### config.mk
export PLATFORM = sky130hd
export DESIGN_NAME = crf_core_regs
export DESIGN_NICKNAME = d
export VERILOG_FILES = /design/src/hw/crf_pkg.sv /design/src/hw/crf_decoder.sv /design/src/hw/crf_alu.sv /design/src/hw/crf_core_regs.sv
export VERILOG_INCLUDE_DIRS = /design/src /design/src/hw
export SDC_FILE = /design/constraint.sdc
export NUM_CORES = 1
export LEC_CHECK = 0
export ABC_AREA = 1
export BUFFER_PORTS_ARGS = -buffer_cell sky130_fd_sc_hd__buf_2
export CELL_PAD_IN_SITES_DETAIL_PLACEMENT = 1
export CELL_PAD_IN_SITES_GLOBAL_PLACEMENT = 2
export CORE_MARGIN = 5
export CORE_UTILIZATION = 32
export CTS_CLUSTER_SIZE = 20
export DETAILED_ROUTE_END_ITERATION = 10
export GPL_ROUTABILITY_DRIVEN = 0
export MAX_ROUTING_LAYER = met4
export PLACE_DENSITY_LB_ADDON = 0.1
export SLEW_MARGIN = 20
export SYNTH_ARGS = -nofsm -noshare
export SYNTH_HDL_FRONTEND = slang
export SYNTH_HIERARCHICAL = 1
export SYNTH_SLANG_ARGS = --single-unit
### constraint.sdc
create_clock -name sys_clk -period 3.7 [get_ports sys_clk]
set_input_delay 0.37 -clock sys_clk [delete_from_list [all_inputs] [get_ports sys_clk]]
set_output_delay 0.37 -clock sys_clk [all_outputs]
set_load 0.02 [all_outputs]
### src/hw/crf_map.svh
// Overview of operation
// - one 8-bit accumulator for results and operands
// - two 8-bit index registers for counts, offsets
// - indexed access adds index register to base
// - pre-indexed and post-indexed addressing both supported
// - 8-bit status register holding seven flags
// - sign in bit 7, overflow in bit 6
// - break flag set to 1 by break op, cleared to 0 on accepted maskable request
// - decimal flag selects decimal arithmetic when set
// - interrupt-disable flag blocks maskable request when set
// - zero and carry flags read 1 when true
// - 16-bit fetch pointer drives address bytes
// - fetch pointer advances after each program fetch
// - 8-bit stack pointer moves on push and pull
// - 128-byte data RAM aliased at 0000H and 0100H
// - 00C0H-00FFH and 0200H-027FH go to peripheral registers
// - 20-byte display RAM at 1000H-1013H, always usable
// - 8K ROM at 4000H-5FFFH for code and tables
`ifndef CRF_MAP_SVH
`define CRF_MAP_SVH
// apb register byte offsets
`define CRF_OFF_ACC      12'h000
`define CRF_OFF_IDX_X    12'h004
`define CRF_OFF_IDX_Y    12'h008
`define CRF_OFF_FLAGS    12'h00C
`define CRF_OFF_PTR      12'h010
`define CRF_OFF_STACK    12'h014
`define CRF_OFF_CMD      12'h018
`define CRF_OFF_ADDR     12'h01C
`define CRF_OFF_REGION   12'h020
// status flag positions
`define CRF_FLG_SIGN     7
`define CRF_FLG_OVF      6
`define CRF_FLG_UNUSED   5
`define CRF_FLG_BRK      4
`define CRF_FLG_DEC      3
`define CRF_FLG_IDIS     2
`define CRF_FLG_ZERO     1
`define CRF_FLG_CARRY    0
// command field positions
`define CRF_CMD_OP_LSB   0
`define CRF_CMD_SEL_BIT  4
`define CRF_CMD_ARG_LSB  8
// address windows
`define CRF_RAM_LO_BASE  16'h0000
`define CRF_RAM_HI_BASE  16'h0100
`define CRF_RAM_SIZE     16'h0080
`define CRF_SFR_A_LO     16'h00C0
`define CRF_SFR_A_HI     16'h00FF
`define CRF_SFR_B_LO     16'h0200
`define CRF_SFR_B_HI     16'h027F
`define CRF_LCD_LO       16'h1000
`define CRF_LCD_HI       16'h1013
`define CRF_ROM_LO       16'h4000
`define CRF_ROM_HI       16'h5FFF
`define CRF_STACK_PAGE   8'h01
// reset values
`define CRF_RST_BYTE     8'h00
`define CRF_RST_PTR      16'h4000
`endif

### src/hw/crf_pkg.sv
package crf_pkg;
    // operations that the register set performs
    typedef enum logic [3:0] {
        CRF_OP_NONE,
        CRF_OP_FETCH,
        CRF_OP_PUSH,
        CRF_OP_PULL,
        CRF_OP_PRE_IDX,
        CRF_OP_POST_IDX,
        CRF_OP_ADD,
        CRF_OP_BRK,
        CRF_OP_IRQ
    } crf_op_e;
    // decoded region of an address
    typedef enum logic [2:0] {
        CRF_RG_NONE,
        CRF_RG_RAM,
        CRF_RG_SFR,
        CRF_RG_LCD,
        CRF_RG_ROM
    } crf_region_e;
    typedef logic [15:0] crf_addr_t;
endpackage : crf_pkg

### src/hw/crf_decoder.sv
`timescale 1ns/1ps
`include "crf_map.svh"
// combinational address space decoder
module crf_decoder
    import crf_pkg::*;
(
    input  wire crf_pkg::crf_addr_t   addr,
    output crf_pkg::crf_region_e      region,
    output logic [6:0]                ram_index
);
    // map address to region and fold ram aliases
    always_comb
    begin
        region = CRF_RG_NONE;
        ram_index = addr[6:0];
        if (addr < `CRF_RAM_SIZE ||
            (addr >= `CRF_RAM_HI_BASE &&
             addr < `CRF_RAM_HI_BASE + `CRF_RAM_SIZE))
            region = CRF_RG_RAM;
        else if ((addr >= `CRF_SFR_A_LO && addr <= `CRF_SFR_A_HI) ||
                 (addr >= `CRF_SFR_B_LO && addr <= `CRF_SFR_B_HI))
            region = CRF_RG_SFR;
        else if (addr >= `CRF_LCD_LO && addr <= `CRF_LCD_HI)
            region = CRF_RG_LCD;
        else if (addr >= `CRF_ROM_LO && addr <= `CRF_ROM_HI)
            region = CRF_RG_ROM;
    end
endmodule : crf_decoder

### src/hw/crf_alu.sv
`timescale 1ns/1ps
`include "crf_map.svh"
// adder for accumulator updates, binary or decimal
module crf_alu
(
    input  wire logic [7:0] a,
    input  wire logic [7:0] b,
    input  wire logic       carry_in,
    input  wire logic       decimal,
    output logic [7:0]      sum,
    output logic            carry_out,
    output logic            overflow
);
    logic [8:0] bin;
    logic [4:0] lo;
    logic [4:0] hi;
    // binary sum, then bcd correction per nibble
    always_comb
    begin
        bin = {1'b0, a} + {1'b0, b} + {8'h00, carry_in};
        lo = {1'b0, a[3:0]} + {1'b0, b[3:0]} + {4'h0, carry_in};
        hi = {1'b0, a[7:4]} + {1'b0, b[7:4]};
        overflow = (a[7] == b[7]) && (bin[7] != a[7]);
        sum = bin[7:0];
        carry_out = bin[8];
        if (decimal)
        begin
            if (lo > 5'd9)
            begin
                lo = lo + 5'd6;
                hi = hi + 5'd1;
            end
            if (hi > 5'd9)
                hi = hi + 5'd6;
            sum = {hi[3:0], lo[3:0]};
            carry_out = hi[4];
        end
    end
endmodule : crf_alu

### src/hw/crf_core_regs.sv
`timescale 1ns/1ps
`include "crf_map.svh"
// programmer register set with address generation over apb
module crf_core_regs
    import crf_pkg::*;
(
    input  wire logic            sys_clk,
    input  wire logic            rst_n,
    input  wire logic            psel,
    input  wire logic            penable,
    input  wire logic            pwrite,
    input  wire logic [11:0]     paddr,
    input  wire logic [31:0]     pwdata,
    output logic [31:0]          prdata,
    output logic                 pready,
    output logic                 pslverr,
    input  wire logic            maskable_request_line,
    output logic                 irq_accept,
    output logic [15:0]          bus_addr,
    output crf_pkg::crf_region_e bus_region,
    output logic [6:0]           bus_ram_index
);
    import crf_pkg::*;

    typedef struct packed {
        logic [7:0]  acc_reg;
        logic [7:0]  idx_x_reg;
        logic [7:0]  idx_y_reg;
        logic [7:0]  flags_reg;
        logic [15:0] ptr_reg;
        logic [7:0]  stack_reg;
        logic [15:0] addr_reg;
        logic        irq_reg;
        logic [31:0] rdata_reg;
        logic        err_reg;
    } crf_state_s;

    crf_state_s state_reg;
    crf_state_s state_next;

    logic        wr_en;
    logic        setup_en;
    crf_op_e     op;
    logic        sel_y;
    logic [15:0] arg;
    logic [7:0]  index_val;
    logic [7:0]  sum;
    logic        carry_out;
    logic        overflow;
    crf_region_e region;
    logic [6:0]  ram_index;

    // zero-wait apb: answer registered at setup, stands at access edge
    assign wr_en = psel && penable && pwrite;
    assign setup_en = psel && !penable;
    assign pready = 1'b1;
    assign pslverr = state_reg.err_reg;
    assign prdata = state_reg.rdata_reg;
    assign irq_accept = state_reg.irq_reg;
    assign bus_addr = state_reg.addr_reg;

    // command word fields
    assign op = crf_op_e'(pwdata[`CRF_CMD_OP_LSB +: 4]);
    assign sel_y = pwdata[`CRF_CMD_SEL_BIT];
    assign arg = pwdata[`CRF_CMD_ARG_LSB +: 16];
    assign index_val = sel_y ? state_reg.idx_y_reg
                             : state_reg.idx_x_reg;

    // address region of the current effective address
    crf_decoder u_dec
    (
        .addr      (state_reg.addr_reg),
        .region    (region),
        .ram_index (ram_index)
    );
    assign bus_region = region;
    assign bus_ram_index = ram_index;

    // accumulator adder
    crf_alu u_alu
    (
        .a         (state_reg.acc_reg),
        .b         (arg[7:0]),
        .carry_in  (state_reg.flags_reg[`CRF_FLG_CARRY]),
        .decimal   (state_reg.flags_reg[`CRF_FLG_DEC]),
        .sum       (sum),
        .carry_out (carry_out),
        .overflow  (overflow)
    );

    // register read mux
    function automatic logic [31:0] read_mux(input logic [11:0] a,
                                             input crf_state_s s,
                                             input crf_region_e r);
        read_mux = 32'h0000_0000;
        unique case (a)
            `CRF_OFF_ACC:    read_mux = {24'h00_0000, s.acc_reg};
            `CRF_OFF_IDX_X:  read_mux = {24'h00_0000, s.idx_x_reg};
            `CRF_OFF_IDX_Y:  read_mux = {24'h00_0000, s.idx_y_reg};
            `CRF_OFF_FLAGS:  read_mux = {24'h00_0000, s.flags_reg};
            `CRF_OFF_PTR:    read_mux = {16'h0000, s.ptr_reg};
            `CRF_OFF_STACK:  read_mux = {24'h00_0000, s.stack_reg};
            `CRF_OFF_ADDR:   read_mux = {16'h0000, s.addr_reg};
            `CRF_OFF_REGION: read_mux = {29'h0000_0000, r};
            default:         read_mux = 32'h0000_0000;
        endcase
    endfunction : read_mux

    // known offset check
    function automatic logic mapped(input logic [11:0] a);
        mapped = (a <= `CRF_OFF_REGION) && (a[1:0] == 2'b00);
    endfunction : mapped

    // next-state logic: register writes and commands
    always_comb
    begin
        state_next = state_reg;
        state_next.irq_reg = 1'b0;
        state_next.err_reg = 1'b0;
        // read data and error prepared in the setup cycle
        if (setup_en)
        begin
            if (!pwrite)
                state_next.rdata_reg = read_mux(paddr, state_reg, region);
            state_next.err_reg = !mapped(paddr);
        end
        if (wr_en)
        begin
            unique case (paddr)
                `CRF_OFF_ACC:
                    state_next.acc_reg = pwdata[7:0];
                `CRF_OFF_IDX_X:
                    state_next.idx_x_reg = pwdata[7:0];
                `CRF_OFF_IDX_Y:
                    state_next.idx_y_reg = pwdata[7:0];
                `CRF_OFF_FLAGS:
                begin
                    // all seven flags writable, bit 5 held zero
                    state_next.flags_reg = pwdata[7:0];
                    state_next.flags_reg[`CRF_FLG_UNUSED] = 1'b0;
                end
                `CRF_OFF_PTR:
                    state_next.ptr_reg = pwdata[15:0];
                `CRF_OFF_STACK:
                    state_next.stack_reg = pwdata[7:0];
                `CRF_OFF_CMD:
                begin
                    unique case (op)
                        CRF_OP_FETCH:
                        begin
                            // pointer bytes drive the address bus
                            state_next.addr_reg = state_reg.ptr_reg;
                            state_next.ptr_reg = state_reg.ptr_reg
                                                 + 16'h0001;
                        end
                        CRF_OP_PUSH:
                        begin
                            state_next.addr_reg = {`CRF_STACK_PAGE,
                                                   state_reg.stack_reg};
                            state_next.stack_reg = state_reg.stack_reg
                                                   - 8'h01;
                        end
                        CRF_OP_PULL:
                        begin
                            state_next.stack_reg = state_reg.stack_reg
                                                   + 8'h01;
                            state_next.addr_reg = {`CRF_STACK_PAGE,
                                state_reg.stack_reg + 8'h01};
                        end
                        CRF_OP_PRE_IDX:
                            // base plus index, then used as address
                            state_next.addr_reg = arg
                                + {8'h00, index_val};
                        CRF_OP_POST_IDX:
                            // zero-page pointer plus index, carry runs into the high byte
                            state_next.addr_reg = {8'h00, arg[7:0]}
                                + {8'h00, index_val};
                        CRF_OP_ADD:
                        begin
                            state_next.acc_reg = sum;
                            state_next.flags_reg[`CRF_FLG_CARRY] =
                                carry_out;
                            state_next.flags_reg[`CRF_FLG_ZERO] =
                                (sum == 8'h00);
                            state_next.flags_reg[`CRF_FLG_SIGN] =
                                sum[7];
                            state_next.flags_reg[`CRF_FLG_OVF] =
                                overflow;
                        end
                        CRF_OP_BRK:
                        begin
                            state_next.flags_reg[`CRF_FLG_BRK] = 1'b1;
                            state_next.flags_reg[`CRF_FLG_IDIS] = 1'b1;
                        end
                        default:
                            state_next.addr_reg = state_reg.addr_reg;
                    endcase
                end
                default:
                    state_next.addr_reg = state_reg.addr_reg;
            endcase
        end
        // maskable request accepted only while not disabled
        if (maskable_request_line &&
            !state_reg.flags_reg[`CRF_FLG_IDIS])
        begin
            state_next.irq_reg = 1'b1;
            state_next.flags_reg[`CRF_FLG_BRK] = 1'b0;
            state_next.flags_reg[`CRF_FLG_IDIS] = 1'b1;
        end
    end

    // state register
    always_ff @(posedge sys_clk or negedge rst_n)
    begin
        if (!rst_n)
        begin
            state_reg.acc_reg   <= `CRF_RST_BYTE;
            state_reg.idx_x_reg <= `CRF_RST_BYTE;
            state_reg.idx_y_reg <= `CRF_RST_BYTE;
            state_reg.flags_reg <= `CRF_RST_BYTE;
            state_reg.ptr_reg   <= `CRF_RST_PTR;
            state_reg.stack_reg <= `CRF_RST_BYTE;
            state_reg.addr_reg  <= 16'h0000;
            state_reg.irq_reg   <= 1'b0;
            state_reg.rdata_reg <= 32'h0000_0000;
            state_reg.err_reg   <= 1'b0;
        end
        else
            state_reg <= state_next;
    end
endmodule : crf_core_regs

# Word level (Yosys, flattened, before mapping)
# Index checks and enable logic that the tools add are counted.
# op_classes
n_addsub	13
n_mul	0
n_div	0
order_cmp	14
n_eq_ne	21
n_shift	0
n_mux	32
bitwise	1
n_reduce_logical	36
# ops
op	count
$pmux 16 s8	1
$pmux 16 s5	1
$eq 12x5->1 const B	4
$pmux 8 s2	3
$mux 45	1
$mux 16	2
$pmux 16 s2	1
$eq 12x4->1 const B	2
$mux 8	3
$add 8x8->9	2
$reduce_and 3->1	6
$add 16x1->16 const B	1
$add 16x8->16	1
$eq 4x3->1 const B	4
$ge 16x10->1 const B	1
$ge 16x13->1 const B	1
$ge 16x15->1 const B	1
$ge 16x8->1 const B	1
$ge 16x9->1 const B	1
$le 16x10->1 const B	1
$le 16x13->1 const B	1
$le 16x15->1 const B	1
$le 16x8->1 const B	1
$lt 16x8->1 const B	1
other kinds (39)	75
# word_totals
register_bits	89
latchBits	0
ramBits	0
romBits	0
inputBits	50
out_inout_bits	61
wordCells	129
n_memories	0

# Depth between registers and ports, before layout
# Gate-level depths: netlist of run 1.
# logic_depth
depth_word	13
depth_mapped	27
mapped_depth_nobuf	27

# Modules after synthesis
# The synthesis of run 1 kept the hierarchy.
# by_module_without_submodules
mod	n_inst	cells_each	area_each_um2	seq_area_each_um2
crf_core_regs	1	1081	6937.9	2228.4
crf_alu	1	154	884.6	0.0
crf_decoder	1	36	176.4	0.0

# Worst setup path before layout of run 1
# OpenSTA, ideal clock, no wires.
# synth_timing
path_kind	register to register
from	register state_reg[98] in the netlist's numbering
to	register state_reg[75] in the netlist's numbering
arrival_time_ns	3.063
t_required_ns	3.635
setup_slack_ns	0.572
stages_incl_launch_ff	25
path_buffers	0
period_less_slack_ns	3.128
cell_sequence	dfrtp_1 -> fa_1 -> nand2_2 -> nand2_2 -> nand2_1 -> nand2_1 -> ha_1 -> nand2_1 -> nand3_1 -> o21bai_4 -> nand2_1 -> nand2_2 -> ha_1 -> nand3_1 -> nand2_2 -> inv_2 -> nand2_4 -> nand3_1 -> nand3_1 -> nand2_1 -> nor4_1 -> nand3_1 -> nand2_1 -> nand2_1 -> nand2_1
# synth_between
elab_chain_len	11
# synth_lines
element	line_no	text
start, declared	crf_core_regs.sv:38	crf_state_s state_reg;
start signal, assigned	crf_core_regs.sv:230	state_reg <= state_next;
$add 4x4->5	crf_alu.sv:21	lo = {1'b0, a[3:0]} + {1'b0, b[3:0]} + {4'h0, carry_in};
$add 5x1->5	crf_alu.sv:21	
$gt 5x4->1	crf_alu.sv:28	if (lo > 5'd9)
$mux 5	crf_alu.sv:28	
$mux 5	crf_alu.sv:26	if (decimal)
$add 5x3->5 or $gt 5x4->1 (tied branches)	crf_alu.sv:34, crf_alu.sv:33	
$mux 5	crf_alu.sv:33	if (hi > 5'd9)
$mux 8 *	crf_alu.sv:26	
via sum[6]	crf_core_regs.sv:47	logic [7:0] sum;
$logic_not 8->1 *	crf_core_regs.sv:184	(sum == 8'h00);
$mux 2 *	crf_core_regs.sv:148	unique case (op)
$pmux 3 s2 *	crf_core_regs.sv:129	unique case (paddr)
# The timed path passes the listed nets; every way through them passes the cells marked *. The select of a mux whose other input is x is not followed.
# A chain may end at the register's enable or synchronous reset.

# Worst setup path after layout of run 1
# Ends and elaborated chain as after synthesis.

==> impl_results.md, run 1 <==
- Max Buffers Root-to-Sink: 2
- Biggest area consumer among synthesized cells: dfrtp_1
- Num Clock Sinks: 89
- Critical path arrival: 3720 ps
- Initial antenna violation count: 0
- Initial Util: 0.327
- Via count: 7,919
- WL per Instance: 18.0 µm
- Drt total wl: 29,500 µm
- Worst IR Drop VDD: 0.175 mV
- Synthesized area per cell: 6.29 µm²
- Final Instance Count excl. Fillers: 1,640
- Placement Cell Area: 0.00835 mm²
- Min Tclk post-route: 3430 ps
- Final antenna-violating net count: 0
- WP data required: 3990 ps
- P_leak: 4.73 nW
- Initial DRC Count: 373
- Placed cells: 1,620
- Worst-Margin Slew: 801 ps
- Distinct cells, synth: 46
- Layout net count: 1,386
- Syn. warnings: 6
- Die Span Y: 168 µm
- Die area: 0.0283 mm²
- GRT busiest layer: met2
- GRT Residual Overflow: 0
- Syn Inst Count: 1,271
- Horiz. Die Dim: 168 µm
- Crit path launch type: flop
- Fmax: 0.292 GHz
- Dominant cells by area after synthesis: dfrtp_1, nand2_1, nand3_1
- Syn-to-layout area delta: 8.90%
- Top-count cell post-synth: nand2_1
- Register area: 0.00223 mm²
- Design Area, Final: 0.00871 mm²
- GR Layer Usage met2: 0.351
- #FFs+latches synth: 89
- Clock Latency Late Sink: 350 ps
- Core footprint: 0.0245 mm²
- Multi-input gate area: 0.00471 mm²
- Power per cell area: 261 mW/mm²
- Vias in the first global route: 8,037
- Syn Std Cell Area: 0.00800 mm²
- Port bufs: 85
- Seq/Total Area, Yosys: 0.279
- Outcome: finished clean
- DRC viols: 0
- Clk slew on worst S/H paths: 80 ps
- Max-Cap Viols: 0
- Num rows: 57
- CTS tree: yes
- Total negative slack: 0 ps
- Crit path kind: flop to flop
- Routed vias/inst: 4.83
- CP max FO: 7
- I/O pin total: 111
- Hold WC Path Type: input pin to async pin
- Fin. Hold Viols: 0
- Prevailing post-synth register cell: dfrtp_1
- HPWL Detailed: 23,400 µm
- Tcrit/Tclk final: 0.927
- Overall Power: 0.00228 W
- Grt met1 use: 0.284
- Pre-antenna DRT Iters: 5
- Relative slew slack: 0.463
- Count of pins over their slew limit: 0
- Fill count: 3,296
- # setup viols final: 0
- Top cells by instance count after synthesis: nand2_1, inv_1, nor2_1, nand3_1, dfrtp_1
- Htree depth: 3
- Number of synthesized flops with an enable pin: 0
- First-pass GRT wire length: 45,800 µm
- M3 GR Usage: 0.0234
- CTS buffer count: 9
- Max FFs per register: 55
- FFs w/ async S/R, synth: 1.00
- CP endpoint kind: flop
- Antenna cells: 0
- Fin util: 0.356
- Tot GR Track Use: 0.212
- Layout Skew: 11.5 ps
- Root Driver: clkbuf_16
- Share of cells above drive strength 1: 0.141
- Top cell type's share of synthesized area: 0.275
- Largest net degree at the start of global routing: 48
- R2R cell count: 26
## per-layer routing
metal  part of all wire  routed length (µm)  up-vias
li1                   -                   -     4013
met1               0.48               14200     3780
met2               0.48               14100      105
met3              0.030                 878       21
met4              0.013                 386        0
met5                  0                   0        -
## worst max-delay path: stages, from the launching register on
cell and delay [ps]:
dfrtp_1 410, fa_2 420, nand2_4 110, nand2_2 60, nand2_1 60, nand2_1 90, ha_1 240, nand2_2 90
nand3_2 90, o21bai_4 240, nand2_1 90, nand2_2 110, ha_2 190, nand3_1 90, nand2_2 70, inv_2 50
nand2_4 70, nand2_4 60, nand2_1 50, nand2_1 40, nand2_1 50, nand2_1 90, nor4_2 310, nand3_1 110
nand2_1 70, nand2_1 60, nand2_1 50
## final cells by class
| cell class | instances | share of cell area |
|---|---|---|
| Multi-Input combinational cell | 971 | 0.541 |
| Sequential cell | 89 | 0.256 |
| Timing Repair Buffer | 99 | 0.0612 |
| Inverter | 141 | 0.0608 |
| Tap cell | 324 | 0.0465 |
| Clock buffer | 10 | 0.0263 |
| Clock inverter | 6 | 0.00862 |
## timing repair
| action | CTS | global route |
|---|---|---|
| endpoints found under the setup margin | 0 | 3 |
| hold buffers | 0 | 0 |
| gates resized for setup | 0 | 6 |
| buffers inserted | 0 | 4 |
## metrics by stage
step                      setup slack, ps  hold WS [ps]
after floorplan                       572          74.4
after global placement               70.8           457
after detailed placement            -3.73           450
after CTS                            29.0          65.6
after global routing                -3.19          85.9
final                                 270          39.5
## cell usage in the layout (no fill, tap or decap), drive strengths merged, types with 3 or more instances in the layout
cell type / n
nand2: 492
dfrtp: 88
nor2: 131
nor3: 21
xnor2: 4
nand3b: 3
inv: 143
nor4: 4
fa: 3
conb: 17
o21ai: 86
xor2: 17
nand3: 122
ha: 22
nand4: 13
clkbuf: 10
a21oi: 20
buf: 99
or2: 5
## cells by family after synthesis
kind of cell / count (synthesis) / share of synthesized area
xor+xnor: 21 / 0.0230
compound gates: 116 / 0.0790
other cells: 2 / 0.000939
flops: 89 / 0.279
buf+inv: 226 / 0.142
simple gates: 792 / 0.434
fa+ha+maj: 25 / 0.0419
## report_power, final
part / total, W / switching (W) / internal (W)
clock: 0.000998 / 0.000462 / 0.000536
combinational: 0.000299 / 0.000215 / 0.0000838
sequential: 0.000979 / 0.00000356 / 0.000976
total: 0.00228 / 0.000680 / 0.00160
## final timing paths
kind / end / startpoint / slack (ps)
max: state_reg[75] / state_reg[98] / 270
min: state_reg[86] / rst_n / 40
max reg2reg: state_reg[75] / state_reg[98] / 270
min reg2reg: prdata[14] / prdata[14] / 480
max in group asynchronous: state_reg[65] / rst_n / 2830
min in group sys_clk: pslverr / penable / 220
Note: power is estimated with default switching activity, not from simulation.
==> run 2, diff against run 1 <==
--- a/config.mk
+++ b/config.mk
@@ -8,15 +8,13 @@
 export LEC_CHECK = 0
 export ABC_AREA = 1
 export BUFFER_PORTS_ARGS = -buffer_cell sky130_fd_sc_hd__buf_2
-export CELL_PAD_IN_SITES_DETAIL_PLACEMENT = 1
-export CELL_PAD_IN_SITES_GLOBAL_PLACEMENT = 2
 export CORE_MARGIN = 5
-export CORE_UTILIZATION = 32
+export CORE_UTILIZATION = 50
 export CTS_CLUSTER_SIZE = 20
 export DETAILED_ROUTE_END_ITERATION = 10
 export GPL_ROUTABILITY_DRIVEN = 0
 export MAX_ROUTING_LAYER = met4
-export PLACE_DENSITY_LB_ADDON = 0.1
+export PLACE_DENSITY = 0.71
 export SLEW_MARGIN = 20
 export SYNTH_ARGS = -nofsm -noshare
 export SYNTH_HDL_FRONTEND = slang
==> impl_results.md, run 2 (synthesis results as in run 1) <==
- Outcome: finished clean
- Clk slew on worst S/H paths: 70 ps (about the same)
- Clock Latency Late Sink: 360 ps (about the same)
- Critical path arrival: 3690 ps (-30 ps)
- Port bufs: 85 (unchanged)
- Layout net count: 1,385 (-0.072%)
- Largest net degree at the start of global routing: 41 (-15%)
- Tot GR Track Use: 0.255 (+0.0433)
- Horiz. Die Dim: 136 µm (-19%)
- Most frequent cells in the layout: nand2_1, inv_1, nor2_1
- Tcrit/Tclk final: 0.916 (-0.0109)
- Initial Util: 0.507 (+0.180)
- Logic pwr share: 0.126 (-0.005)
- Power per cell area: 267 mW/mm² (+2.1%)
- Max FFs per register: 55 (unchanged)
- Vias in the first global route: 7,292 (-9.3%)
- Min Tclk post-route: 3390 ps (-40.4 ps)
- Routed vias/inst: 5.23 (+8.2%)
- Buf/Inv on CP: 1 (unchanged)
- Overall Power: 0.00229 W (+0.61%)
- Critical-path top delay cell: fa_2
- Levels on crit path: 26 (unchanged)
- DRC viols: 0 (unchanged)
- Num Clock Sinks: 89 (unchanged)
- I/O pin total: 111 (unchanged)
- Max Buffers Root-to-Sink: 2 (unchanged)
- Fill count: 1,681 (-49%)
- Num rows: 46 (-19%)
- Pint: 0.00166 W (+3.9%)
- R2R cell count: 26 (unchanged)
- CP max FO: 6 (-1)
- Core footprint: 0.0158 mm² (-36%)
- Worst IR Drop VDD: 0.220 mV (+26%)
- Drt total wl: 23,000 µm (-22%)
- Crit path kind: flop to flop
- First-pass GRT wire length: 36,500 µm (-20%)
- Max-Cap Viols: 0 (unchanged)
- WL per Instance: 15.0 µm (-17%)
- Die area: 0.0186 mm² (-34%)
- Initial antenna violation count: 0 (unchanged)
- Htree depth: 3 (unchanged)
- Sw frac: 0.276 (-0.0229)
- Crit path top cell by count: nand2_1
- Share of cells above drive strength 1: 0.139 (-0.00141)
- WP data required: 4000 ps (about the same)
- Antenna cells: 0 (unchanged)
- Via count: 8,000 (+1.0%)
- CP endpoint kind: flop
- Most common cell after layout, fill and taps aside: nand2_1
- Total negative slack: 0 ps (unchanged)
- CTS tree: yes
- CTS buffer count: 9 (unchanged)
- Root Driver: clkbuf_16
- Fin. Hold Viols: 0 (unchanged)
- Crit path max-delay family: simple AND/OR/NAND/NOR gates
- Relative slew slack: 0.560 (+0.0972)
- HPWL Detailed: 17,800 µm (-24%)
- Syn-to-layout area delta: 7.30%
- Sequential power share: 0.428 (-0.002)
- Clock power frac: 0.446 (+0.008)
- Final antenna-violating net count: 0 (unchanged)
- Switching power: 0.000632 W (-7.1%)
- GRT Residual Overflow: 0 (unchanged)
- Largest stage delay, worst path: 450 ps (+30 ps)
- Count of pins over their slew limit: 0 (unchanged)
- Crit path launch type: flop
- Fmax: 0.295 GHz (+1.2%)
- Worst-Margin Slew: 656 ps (-145 ps)
- RSZ-0062 raised after global routing: false
- Layout Skew: 5.47 ps (-6.00 ps)
- P_leak: 4.73 nW (about the same)
- Pre-antenna DRT Iters: 5 (unchanged)
- # setup viols final: 0 (unchanged)
- R2r setup slk: 310 ps (+40 ps)
- Die Span Y: 136 µm (-19%)
- Worst Hold Depth: 2
- Hold WC Path Type: input pin to flop
- Initial DRC Count: 829 (+120%)
run 2: what timing repair did:
item                                    4_1_cts  5_1_grt
gates resized for setup                       0        6
hold endpoints to repair                     30        0
setup buffers                                 0        3
endpoints found under the setup margin        0        1
hold buffers                                  1        0
run 2: path summary, 6_finish.rpt:
kind,start,end
setup / recovery,state_reg[74],state_reg[75]
hold / removal,penable,pslverr
setup reg to reg,state_reg[74],state_reg[75]
hold reg to reg,prdata[4],prdata[4]
max in group asynchronous,rst_n,state_reg[80]
min in group asynchronous,rst_n,prdata[10]
run 2: stage by stage:
stage	utilization	area, µm²	worst slack (ps)	instances	hold WS, ps
after global routing	0.544	8580	23.3	1531	247
after floorplan	-	8060	572	1286	74.4
after CTS	0.541	8540	182	1528	222
final	0.544	8580	310	1531	217
after detailed placement	0.521	8210	131	1511	341
after global placement	0.521	8210	177	1511	336
run 2: routing by layer:
metal / GRT usage / part of all wire / vias to the layer above
li1: - / - / 4013
met1: 0.326 / 0.44 / 3699
met2: 0.423 / 0.48 / 245
met3: 0.0307 / 0.056 / 43
met4: 0.0834 / 0.025 / 0
met5: - / 0 / -
run 2: layout make-up:
type,instances,area [µm²],share of cell area
flip-flops and latches,89,2230,0.260
inverters,141,529,0.0617
clock buffers,10,229,0.0267
multi-input cells,971,4710,0.549
well taps,216,270,0.0315
repair buffers,98,528,0.0615
clock inverters,6,90.1,0.0105
run 2: power groups by stage:
| stage | logic, W | registers, W | clock network (W) |
|---|---|---|---|
| 2_1_floorplan | 0.000187 | 0.000999 | 0 |
| 3_5_place_dp | 0.000279 | 0.000998 | 0 |
| 4_1_cts | 0.000280 | 0.000980 | 0.00102 |
| 3_3_place_gp | 0.000273 | 0.000999 | 0 |
| 6_report | 0.000289 | 0.000980 | 0.00102 |
| 5_1_grt | 0.000322 | 0.000980 | 0.00106 |
run 2: worst reg2reg max path, stage by stage (launching register included):
cell and delay [ps]:
dfrtp_1 420, fa_2 450, nand2_4 110, nand2_2 60, nand2_1 60, nand2_1 90
ha_2 200, nand2_1 80, nand3_1 120, o21bai_4 220, nand2_1 90, nand2_2 110
ha_2 200, nand3_1 90, nand2_2 70, inv_2 40, nand2_4 70, nand2_4 60
nand2_1 50, nand2_1 40, nand2_1 50, nand2_1 80, nor4_2 310, nand3_1 110
nand2_1 70, nand2_1 50, nand2_1 50
==> run 3, diff against run 2 <==
--- a/config.mk
+++ b/config.mk
@@ -13,7 +13,6 @@
 export CTS_CLUSTER_SIZE = 20
 export DETAILED_ROUTE_END_ITERATION = 10
 export GPL_ROUTABILITY_DRIVEN = 0
-export MAX_ROUTING_LAYER = met4
 export PLACE_DENSITY = 0.71
 export SLEW_MARGIN = 20
 export SYNTH_ARGS = -nofsm -noshare
==> impl_results.md, run 3 (synthesis results as in run 1) <==
- Antenna cells: 0 (unchanged)
- R2R cell count: 26 (unchanged)
- Die area: 0.0186 mm² (unchanged)
- Fmax: 0.295 GHz (about the same)
- Clock power frac: 0.446 (about the same)
- Hold Slack: 219 ps (+1.68 ps)
- Clock Latency Late Sink: 360 ps (about the same)
- Drt total wl: 23,000 µm (+0.16%)
- Num Clock Sinks: 89 (unchanged)
- Tot GR Track Use: 0.248 (-0.00733)
- P_leak: 4.73 nW (unchanged)
- Logic pwr share: 0.126 (about the same)
- Syn-to-layout area delta: 7.30% (unchanged)
- Relative slew slack: 0.558 (-0.00235)
- DRC viols: 0 (unchanged)
- Crit path kind: flop to flop
- Largest net degree at the start of global routing: 41 (unchanged)
- Switching power: 0.000634 W (+0.24%)
- Buf/Inv on CP: 1 (unchanged)
- CTS tree: yes
- WL per Instance: 15.1 µm (+0.16%)
- Layout Skew: 6.60 ps (+1.13 ps)
- Htree depth: 3 (unchanged)
- Initial DRC Count: 704 (-15%)
- First-pass GRT wire length: 36,500 µm (unchanged)
- CP endpoint kind: flop
- Total negative slack: 0 ps (unchanged)
- Die Span Y: 136 µm (unchanged)
- Layout net count: 1,385 (unchanged)
- Crit path max-delay family: simple AND/OR/NAND/NOR gates
- Worst-Margin Slew: 661 ps (+5.24 ps)
- HPWL Detailed: 17,800 µm (unchanged)
- Max-Cap Viols: 0 (unchanged)
- WP data required: 4000 ps (about the same)
- Crit path launch type: flop
- # setup viols final: 0 (unchanged)
- CTS buffer count: 9 (unchanged)
- Critical path arrival: 3690 ps (about the same)
- Placement Cell Area: 0.00821 mm² (unchanged)
- Most frequent cells in the layout: nand2_1, inv_1, nor2_1
- Max Buffers Root-to-Sink: 2 (unchanged)
- Crit path top cell by count: nand2_1
- Tcrit/Tclk final: 0.917 (about the same)
- Initial Util: 0.507 (unchanged)
- Fill count: 1,681 (unchanged)
- Core footprint: 0.0158 mm² (unchanged)
- Power per cell area: 267 mW/mm² (about the same)
- Share of cells above drive strength 1: 0.139 (unchanged)
- Vias in the first global route: 7,293 (+0.014%)
- Levels on crit path: 26 (unchanged)
- CP max FO: 6 (unchanged)
- Hold WC Path Type: input pin to flop
- Initial antenna violation count: 0 (unchanged)
- Fin. Hold Viols: 0 (unchanged)
- Design Area, Final: 0.00858 mm² (unchanged)
- Num rows: 46 (unchanged)
- Horiz. Die Dim: 136 µm (unchanged)
- Overall Power: 0.00229 W (about the same)
- Min Tclk post-route: 3390 ps (+3.03 ps)
- Critical-path top delay cell: fa_2
- Worst Hold Depth: 2 (unchanged)
- Via count: 8,062 (+0.78%)
- Sw frac: 0.277 (+0.000492)
- Clk slew on worst S/H paths: 70 ps (about the same)
- Worst IR Drop VDD: 0.222 mV (+0.86%)
- Largest stage delay, worst path: 450 ps (about the same)
- Root Driver: clkbuf_16
- Count of pins over their slew limit: 0 (unchanged)
- Pre-antenna DRT Iters: 6 (+1)
- Outcome: finished clean
- Max FFs per register: 55 (unchanged)
- Most common cell after layout, fill and taps aside: nand2_1
- Fin util: 0.544 (unchanged)
- I/O pin total: 111 (unchanged)
- Port bufs: 85 (unchanged)
- Sequential power share: 0.428 (about the same)
- Final antenna-violating net count: 0 (unchanged)
- Pint: 0.00166 W (about the same)
- GRT Residual Overflow: 0 (unchanged)
- Routed vias/inst: 5.27 (+0.77%)
- RSZ-0062 raised after global routing: false
run 3: stage by stage:
step / cells / setup slack, ps
floorplan: 1286 / 572
global placement: 1511 / 177
detailed placement: 1511 / 131
CTS: 1528 / 182
global route: 1531 / 23.3
finish: 1531 / 307
run 3: final timing paths:
check | startpoint | to | slack [ps]
hold reg to reg | prdata[6] | prdata[6] | 470
setup / recovery | state_reg[74] | state_reg[75] | 310
setup reg to reg | state_reg[74] | state_reg[75] | 310
hold / removal | penable | pslverr | 220
max in group asynchronous | rst_n | state_reg[80] | 2290
min in group asynchronous | rst_n | prdata[10] | 500
run 3: power groups by stage:
| stage | logic (W) | clock network (W) | registers [W] |
|---|---|---|---|
| after global placement | 0.000273 | 0 | 0.000999 |
| after floorplan | 0.000187 | 0 | 0.000999 |
| final | 0.000289 | 0.00102 | 0.000980 |
| after detailed placement | 0.000279 | 0 | 0.000998 |
| after CTS | 0.000280 | 0.00102 | 0.000980 |
| after global routing | 0.000322 | 0.00106 | 0.000980 |
run 3: per-layer routing:
layer	routed length, µm	vias up	part of all wire	track usage
met1	9870	3689	0.43	0.326
met3	1580	50	0.068	0.0307
met4	607	0	0.026	0.0834
li1	-	4016	-	-
met5	0	-	0	0
met2	11000	307	0.48	0.422
run 3: layout make-up:
type / instances / area, µm² / area share
multi-input cells: 971 / 4710 / 0.549
clock buffers: 10 / 229 / 0.0267
flip-flops and latches: 89 / 2230 / 0.260
inverters: 141 / 529 / 0.0617
well taps: 216 / 270 / 0.0315
repair buffers: 98 / 528 / 0.0615
clock inverters: 6 / 90.1 / 0.0105
run 3: worst register-to-register path: stages (launching register included):
cell,delay (ps)
dfrtp_1,420
fa_2,450
nand2_4,110
nand2_2,60
nand2_1,60
nand2_1,90
ha_2,200
nand2_1,80
nand3_1,120
o21bai_4,220
nand2_1,90
nand2_2,100
ha_2,200
nand3_1,90
nand2_2,70
inv_2,40
nand2_4,70
nand2_4,60
nand2_1,50
nand2_1,50
nand2_1,50
nand2_1,80
nor4_2,300
nand3_1,110
nand2_1,80
nand2_1,50
nand2_1,50
run 3: what timing repair did:
action / 4_1_cts / 5_1_grt
hold endpoints to repair: 30 / 0
setup buffers: 0 / 3
hold buffers: 1 / 0
resized for setup: 0 / 6
setup endpoints to repair: 0 / 1
